File: config.mk
export PLATFORM = sky130hd
export DESIGN_NAME = isbe_core
export DESIGN_NICKNAME = d
export VERILOG_FILES = /design/src/common/isbe_pkg.sv /design/src/hw/isbe_phase_gen.sv /design/src/hw/isbe_core.sv
export VERILOG_INCLUDE_DIRS = /design/src /design/src/common
export SDC_FILE = /design/constraint.sdc
export NUM_CORES = 1
export LEC_CHECK = 0
export CORE_AREA = 2 2 86 88
export DETAILED_ROUTE_END_ITERATION = 8
export DIE_AREA = 0 0 88 90
export DONT_BUFFER_PORTS = 1
export PLACE_DENSITY = 0.67
export SETUP_SLACK_MARGIN = 0.3
export SLEW_MARGIN = 40
export SYNTH_ARGS = -nofsm -noshare
export SYNTH_HDL_FRONTEND = slang
export SYNTH_SLANG_ARGS = --single-unit
File: constraint.sdc
create_clock -name mclk_in -period 3.5 [get_ports mclk_in]
set_input_delay 0.525 -clock mclk_in [delete_from_list [all_inputs] [get_ports mclk_in]]
set_output_delay 0.525 -clock mclk_in [all_outputs]
set_load 0.01 [all_outputs]
File: src/common/isbe_regs.svh
// Notes on behaviour
// - increment-skip adds one; destination bit 0 writes accumulator, 1 writes register
// - nonzero increment result completes in one cycle, next instruction runs normally
// - zero result discards fetched next word, idles instead, two cycles total
// - skip leaves pc two words past instruction, else one word past
// - increment-skip: decode, read, compute, write across the four phases
// - the skip's extra cycle changes no register, flag or memory
// - jump loads eleven-bit immediate into pc 10..0, upper bits from latch 4..3
// - jump takes two cycles, second idle while pipeline refills
`ifndef ISBE_REGS_SVH
`define ISBE_REGS_SVH
`define OPC_INC_SKIP   6'h0F
`define OPC_JUMP_TOP   3'h5
`define OPC_OR_LIT     6'h38
`define INSN_W         14
`define PC_W           13
`define DEST_BIT       7
`define FILE_ADDR_W    7
`define PC_RESET       13'h0000
`define ACC_RESET      8'h00
`endif

File: src/common/isbe_pkg.sv
package isbe_pkg;
  typedef logic [13:0] insn_t;
  typedef logic [12:0] pc_t;
  typedef logic [7:0]  byte_t;
  typedef logic [6:0]  faddr_t;
  typedef enum logic [1:0] {
    phase_one,
    phase_two,
    phase_three,
    phase_four
  } phase_e;
endpackage

File: src/hw/isbe_phase_gen.sv
`timescale 1ns/100ps
`default_nettype none
// ****************************************
// quarter phase sequencer
// ****************************************
module isbe_phase_gen (
  input  wire logic            mclk_in,   // core clock
  input  wire logic            rst_in,    // async reset
  output isbe_pkg::phase_e     phase_out  // current quarter phase
);
  import isbe_pkg::*;
  phase_e phase_reg;
  phase_e phase_next;
  assign phase_next = phase_e'(2'(phase_reg) + 2'h1);
  always_ff @(posedge mclk_in or posedge rst_in) begin
    if (rst_in) begin
      phase_reg <= phase_one;
    end else begin
      phase_reg <= phase_next;
    end
  end
  assign phase_out = phase_reg;
endmodule
`default_nettype wire

File: src/hw/isbe_core.sv
`timescale 1ns/100ps
`default_nettype none
`include "isbe_regs.svh"
module isbe_core (
  input  wire logic           mclk_in,       // core clock
  input  wire logic           rst_in,        // async reset
  input  wire isbe_pkg::insn_t insn_in,      // fetched instruction word
  output isbe_pkg::pc_t       fetch_addr_out,// program memory address
  input  wire isbe_pkg::byte_t file_rdata_in,// file register read data
  output isbe_pkg::faddr_t    file_addr_out, // file register address
  output isbe_pkg::byte_t     file_wdata_out,// file register write data
  output logic                file_we_out,   // file write strobe
  input  wire isbe_pkg::byte_t pc_high_latch_in, // high latch register
  output isbe_pkg::byte_t     acc_out,       // accumulator
  output logic                zero_flag_out, // zero flag
  output logic                idle_out       // core idling this cycle
);
  import isbe_pkg::*;

  // ****************************************
  // state
  // ****************************************
  phase_e phase;
  insn_t  ir_reg;
  pc_t    pc_reg;
  pc_t    pc_next;
  byte_t  acc_reg;
  byte_t  acc_next;
  logic   zero_reg;
  logic   zero_next;
  logic   idle_reg;
  logic   idle_next;
  byte_t  operand_reg;
  byte_t  result_reg;
  byte_t  result_next;
  faddr_t faddr_reg;
  byte_t  wdata_reg;
  logic   we_reg;
  logic   we_next;

  isbe_phase_gen u_isbe_phase_gen (
    .mclk_in   (mclk_in),
    .rst_in    (rst_in),
    .phase_out (phase)
  );

  // ****************************************
  // decode
  // ****************************************
  function automatic logic is_inc_skip(input insn_t w);
    is_inc_skip = (w[13:8] == `OPC_INC_SKIP);
  endfunction
  function automatic logic is_jump(input insn_t w);
    is_jump = (w[13:11] == `OPC_JUMP_TOP);
  endfunction
  function automatic logic is_or_lit(input insn_t w);
    is_or_lit = (w[13:8] == `OPC_OR_LIT);
  endfunction

  wire logic  dec_inc  = is_inc_skip(ir_reg) & ~idle_reg;
  wire logic  dec_jump = is_jump(ir_reg) & ~idle_reg;
  wire logic  dec_or   = is_or_lit(ir_reg) & ~idle_reg;
  wire logic  dest_reg = ir_reg[`DEST_BIT];
  wire byte_t inc_sum  = byte_t'(operand_reg + 8'h01);
  wire byte_t or_val   = acc_reg | ir_reg[7:0];
  wire pc_t   jump_pc  = {pc_high_latch_in[4:3], ir_reg[10:0]};
  // the skip decision uses the phase-three sum, one phase before it commits
  wire logic  skip_hit = dec_inc & (result_reg == 8'h00);

  // phase three computes, phase four commits
  assign result_next = (phase == phase_three) ? (dec_inc ? inc_sum : or_val) : result_reg;

  assign acc_next  = (phase == phase_four && dec_inc && !dest_reg) ? result_reg :
                     (phase == phase_four && dec_or) ? result_reg : acc_reg;
  assign we_next   = (phase == phase_three) && dec_inc && dest_reg;
  // zero flag, increment-skip leaves flags alone
  assign zero_next = (phase == phase_four && dec_or) ? (result_reg == 8'h00) : zero_reg;

  // discard prefetched word, idle next cycle
  assign idle_next = (phase == phase_four) ? (skip_hit | dec_jump) : idle_reg;

  // pc is the fetch pointer, a word ahead; a skip lets it run on rather than rewind
  // pc update at phase four
  assign pc_next   = (phase != phase_four) ? pc_reg :
                     dec_jump ? jump_pc : pc_t'(pc_reg + 13'h0001);

  always_ff @(posedge mclk_in or posedge rst_in) begin
    if (rst_in) begin
      ir_reg      <= 14'h0000;
      pc_reg      <= `PC_RESET;
      acc_reg     <= `ACC_RESET;
      zero_reg    <= 1'b0;
      idle_reg    <= 1'b1;
      operand_reg <= 8'h00;
      result_reg  <= 8'h00;
      faddr_reg   <= 7'h00;
      wdata_reg   <= 8'h00;
      we_reg      <= 1'b0;
    end else begin
      // file data comes from logic on this clock, so it is read without a synchroniser
      // phase two reads the file register
      if (phase == phase_two) begin
        operand_reg <= file_rdata_in;
      end
      // word latched here is decoded through phase one
      if (phase == phase_four) begin
        ir_reg <= insn_in;
        faddr_reg <= insn_in[6:0];
      end
      result_reg <= result_next;
      acc_reg    <= acc_next;
      zero_reg   <= zero_next;
      idle_reg   <= idle_next;
      pc_reg     <= pc_next;
      we_reg     <= we_next;
      if (we_next) begin
        wdata_reg <= inc_sum;
      end
    end
  end

  assign fetch_addr_out = pc_reg;
  assign file_addr_out  = faddr_reg;
  assign file_wdata_out = wdata_reg;
  assign file_we_out    = we_reg;
  assign acc_out        = acc_reg;
  assign zero_flag_out  = zero_reg;
  assign idle_out       = idle_reg;

  // ****************************************
  // checks
  // ****************************************
  // no writes while idle
  idle_no_write_a: assert property (@(posedge mclk_in) disable iff (rst_in)
    idle_reg |-> !we_reg)
    else $error("write during idle cycle");
  idle_hold_a: assert property (@(posedge mclk_in) disable iff (rst_in)
    idle_reg |=> $stable(acc_reg) && $stable(zero_reg))
    else $error("register changed during idle cycle");
  // register write only in phase four
  write_phase_a: assert property (@(posedge mclk_in) disable iff (rst_in)
    we_reg |-> phase == phase_four)
    else $error("file write outside phase four");
  // pc steps by one per cycle unless jumping
  pc_step_a: assert property (@(posedge mclk_in) disable iff (rst_in)
    (phase == phase_four && !dec_jump) |=> pc_reg == pc_t'($past(pc_reg) + 13'h0001))
    else $error("pc did not advance by one");
  jump_target_a: assert property (@(posedge mclk_in) disable iff (rst_in)
    (phase == phase_four && dec_jump) |=> pc_reg == $past(jump_pc))
    else $error("jump target wrong");
  jump_idle_a: assert property (@(posedge mclk_in) disable iff (rst_in)
    (phase == phase_four && dec_jump) |=> idle_reg [*4])
    else $error("jump not followed by idle");
  skip_idle_a: assert property (@(posedge mclk_in) disable iff (rst_in)
    (phase == phase_four && skip_hit) |=> idle_reg)
    else $error("skip not taken");
  no_skip_a: assert property (@(posedge mclk_in) disable iff (rst_in)
    (phase == phase_four && dec_inc && result_reg != 8'h00) |=> !idle_reg)
    else $error("spurious skip");
  or_result_a: assert property (@(posedge mclk_in) disable iff (rst_in)
    (phase == phase_three && dec_or) |=> ##1 acc_reg == $past(or_val, 2) && zero_reg == ($past(or_val, 2) == 8'h00))
    else $error("or literal result wrong");
  inc_acc_a: assert property (@(posedge mclk_in) disable iff (rst_in)
    (phase == phase_four && dec_inc && !dest_reg) |=> acc_reg == $past(result_reg))
    else $error("increment to accumulator wrong");

  // ****************************************
  // skip, idle, increment and phase checks
  // ****************************************
  // skip lands two past
  skip_pc_a: assert property (@(posedge mclk_in) disable iff (rst_in)
    (phase == phase_four && skip_hit) |=> ##4 pc_reg == pc_t'($past(pc_reg, 5) + 13'h0002))
    else $error("pc after skip wrong");
  skip_quiet_a: assert property (@(posedge mclk_in) disable iff (rst_in)
    (phase == phase_four && skip_hit) |=> (!we_reg) [*4])
    else $error("file write in skip cycle");
  jump_quiet_a: assert property (@(posedge mclk_in) disable iff (rst_in)
    (phase == phase_four && dec_jump) |=> (!we_reg) [*4])
    else $error("file write in jump idle cycle");
  inc_file_a: assert property (@(posedge mclk_in) disable iff (rst_in)
    (phase == phase_three && dec_inc && dest_reg) |=> we_reg && wdata_reg == $past(inc_sum))
    else $error("increment to file wrong");
  inc_no_file_a: assert property (@(posedge mclk_in) disable iff (rst_in)
    (phase == phase_three && dec_inc && !dest_reg) |=> !we_reg)
    else $error("file written for accumulator destination");
  inc_zero_a: assert property (@(posedge mclk_in) disable iff (rst_in)
    (phase == phase_four && dec_inc) |=> $stable(zero_reg))
    else $error("increment changed zero flag");
  operand_read_a: assert property (@(posedge mclk_in) disable iff (rst_in)
    (phase == phase_two) |=> operand_reg == $past(file_rdata_in))
    else $error("operand not read in phase two");
  compute_phase_a: assert property (@(posedge mclk_in) disable iff (rst_in)
    (phase == phase_three && dec_inc) |=> result_reg == $past(inc_sum))
    else $error("sum not formed in phase three");
  phase_rotate_a: assert property (@(posedge mclk_in) disable iff (rst_in)
    (phase == phase_four) |=> phase == phase_one)
    else $error("phase did not wrap to phase one");
  idle_once_a: assert property (@(posedge mclk_in) disable iff (rst_in)
    (phase == phase_four && idle_reg) |=> !idle_reg)
    else $error("idle lasted more than one cycle");
endmodule
`default_nettype wire

==> impl_metrics.env <==
export IMPL_layout_drive_gt1_share_pct=25.18
export IMPL_cp_start_kind="flop"
export IMPL_antenna_left=0
export IMPL_clk_insertion_delay_late_ns=0.34
export IMPL_antenna_cells=0
export IMPL_synth_cell_types=48
export IMPL_core_area_mm2=0.007020
export IMPL_vias=2123
export IMPL_grt_start_max_net_pins=45
export IMPL_clkSinkCount=64
export IMPL_synth_top_area_cell="dfrtp_1"
export IMPL_drv_slew=0
export IMPL_largest_reg_flops=13
export IMPL_fillers=646
export IMPL_max_freq_ghz=0.4873
export IMPL_synth_edf_count=0
export IMPL_async_flop_share_pct=100.0
export IMPL_grt_pass1_vias=2058
export IMPL_fin_nets=306
export IMPL_post_drt_wl_per_cell_um=17.57
export IMPL_area_growth_pct=9.245
export IMPL_leakagePower_uw=0.001454
export IMPL_sw_frac_of_total_pct=27.50
export IMPL_avgSynthCellArea_um2=11.23
export IMPL_end_kind="flop"
export IMPL_syn_nets=313
export IMPL_antenna_found_initial=0
export IMPL_io_pins=71
export IMPL_synth_area_top_cells="dfrtp_1, mux2_2, a21oi_1, o21ai_0, buf_4"
export IMPL_yosysTopAreaCellShare_pct=50.87
export IMPL_first_iter_violations=136
export IMPL_yosys_warnings=0
export IMPL_power_density_mw_per_mm2=577.1
export IMPL_drv_cap=0
export IMPL_gp_congestion=0.7867
export IMPL_irDropWorstVdd_v=0.0002901
export IMPL_p_switching_uw=537.3
export IMPL_start_util_pct=44.15
export IMPL_cts_resized=0
export IMPL_cts_hold_buf=0
export IMPL_hp_class="input port to async pin"
export IMPL_synth_ff_type="dfrtp_1"
export IMPL_power_internal_uw=1417
export IMPL_worst_path_max_delay_cell="and4_1"
export IMPL_cp_cell_sequence="inv_1 > ha_1 > and4_1 > mux2_2"
export IMPL_numPortBuffers=0
export IMPL_die_w_um=88
export IMPL_setup_violations=0
export IMPL_cts_setup_buffers=0
export IMPL_synthesis_area_mm2=0.003099
export IMPL_drc=0
export IMPL_overflow=0
export IMPL_die_area_mm2=0.007920
export IMPL_die_y_um=90
export IMPL_clkPwrFrac_pct=40.7
export IMPL_grt_pass1_wl_um=10820
export IMPL_arrival_ns=2.28
export IMPL_fin_ws_ns=1.448
export IMPL_root_buffer="clkbuf_8"
export IMPL_cpLargestDelayFamily="simple AND/OR/NAND/NOR gates"
export IMPL_finClkSkew_ns=0.007800
export IMPL_timing_slew_headroom_pct=57.63
export IMPL_totalWireLength_um=6555
export IMPL_htree_num_levels=3
export IMPL_min_period_over_period_pct=58.63
export IMPL_p_seq_share_pct=49.6
export IMPL_routed_via_density=5.692
export IMPL_ys_ff_latch=64
export IMPL_clk_pin_slew_worst_paths_ns=0.07
export IMPL_pre_cts_slack_ns=1.426
export IMPL_rsz0062_at_grt="false"
export IMPL_hold_violations=0
export IMPL_postSynthCellCount=276
export IMPL_dpl_hpwl_um=4619
export IMPL_yosysSeqAreaShare_pct=51.72
export IMPL_clk_path_buf_depth=2
export IMPL_power_frac_comb_pct=9.7
export IMPL_tightest_slew_ns=0.6348
export IMPL_drtPass1Iterations=4
export IMPL_status="finished clean"
export IMPL_critical_path_class="flop to flop"
export IMPL_grt_usage_pct=17.88
export IMPL_required_ns=3.73
export IMPL_setup_tns_final_ns=0
export IMPL_cts_tree="built"
export IMPL_path_buf_inv=1
export IMPL_crit_path_max_incr_delay_ns=0.59
export IMPL_cts_buffers=9
export IMPL_rows=31
export IMPL_fin_crit_ns=2.052
export IMPL_worstPathMaxFanout=14
## power by group through the flow
stage | Combinational [uW] | Sequential, uW | Clock, uW
finish | 189 | 969 | 796
global route | 224 | 984 | 846
CTS | 191 | 970 | 807
detailed placement | 190 | 982 | 0
global placement | 185 | 980 | 0
floorplan | 168 | 939 | 0
## layout by cell type (no fill, tap or decap), types with 3 or more instances in the layout
| cell type | netlist | routed |
|---|---|---|
| o31ai_1 | 8 | 8 |
| nand2_1 | 17 | 17 |
| bufinv_16 | 0 | 3 |
| clkbuf_8 | 0 | 11 |
| dfrtp_1 | 63 | 63 |
| ha_1 | 5 | 5 |
| inv_1 | 12 | 11 |
| o22ai_1 | 7 | 7 |
| nand3_1 | 8 | 8 |
| xnor2_1 | 3 | 3 |
| a21oi_1 | 17 | 17 |
| nor2_1 | 18 | 18 |
| and3_1 | 5 | 5 |
| mux2_2 | 37 | 37 |
| a31oi_1 | 4 | 4 |
| or3_1 | 3 | 3 |
| or4_1 | 3 | 3 |
| o21ai_0 | 14 | 14 |
## area by class of cell
class                           count  area [um2]  area share, %
Clock buffer                       11       151.4          4.472
Clock inverter                      5       102.6          3.030
Inverter                           12       46.29          1.367
Multi-Input combinational cell    180        1344          39.69
Sequential cell                    64        1603          47.34
Tap cell                           99       123.9          3.659
Timing Repair Buffer                2       15.01         0.4435
## through the flow
stage	total power, uW	std cells	instance area [um2]	hold WS, ns	util [%]
CTS	1967	373	3379	0.2236	48.14
global placement	1164	357	3126	0.4628	44.52
global route	2054	373	3386	0.1755	48.23
finish	1954	373	3386	0.1258	48.23
floorplan	1107	276	3099	0.4480	-
detailed placement	1172	357	3126	0.4762	44.52
## cell usage after synthesis (2+ instances only)
master    count
a21oi_1      17
a31oi_1       4
a41o_1        2
and3_1        5
buf_2         3
buf_4         9
clkbuf_1      7
dfrtp_1      63
ha_1          5
inv_1        12
mux2_2       37
mux2i_1       2
nand2_1      17
nand3_1       8
nand4_1       2
nor2_1       18
o21ai_0      14
o22ai_1       7
o31ai_1       8
o32ai_1       2
or3_1         3
or4_1         3
xnor2_1       3
## cell families (layout without fill, tap and decap cells)
logic type / Yosys count / after routing / share of synthesized area (%)
fa+ha+maj: 5 / 5 / 2.019
simple gates: 70 / 70 / 12.84
mux: 39 / 39 / 14.09
buf+inv: 32 / 30 / 5.086
compound gates: 63 / 63 / 13.40
flops: 64 / 64 / 51.72
xor+xnor: 3 / 3 / 0.8480
## worst paths after layout
path | start | endpoint | slack [ns] | depth (start not counted)
min in group mclk_in | insn_in[7] | ir_reg[7] | 0.32 | 2
worst max register to register | u_isbe_phase_gen.phase_out[0] | file_wdata_out[4] | 1.45 | 4
worst max-delay path | u_isbe_phase_gen.phase_out[0] | file_wdata_out[4] | 1.45 | 4
max in group asynchronous | rst_in | idle_out | 2.56 | 2
worst min register to register | u_isbe_phase_gen.phase_out[0] | u_isbe_phase_gen.phase_out[0] | 0.49 | 1
worst min-delay path | rst_in | ir_reg[10] | 0.13 | 1
## per-layer routing
| layer | routed length (um) | GRT usage, % | up-vias | share of wire [%] |
|---|---|---|---|---|
| li1 | - | - | 986 | - |
| met1 | 2965 | 24.70 | 1071 | 45 |
| met2 | 3024 | 25.32 | 51 | 46 |
| met3 | 394 | 5.234 | 15 | 6.0 |
| met4 | 171 | 9.103 | 0 | 2.6 |
| met5 | 0 | 0 | - | 0 |
Note: power is estimated with default switching activity, not from simulation.
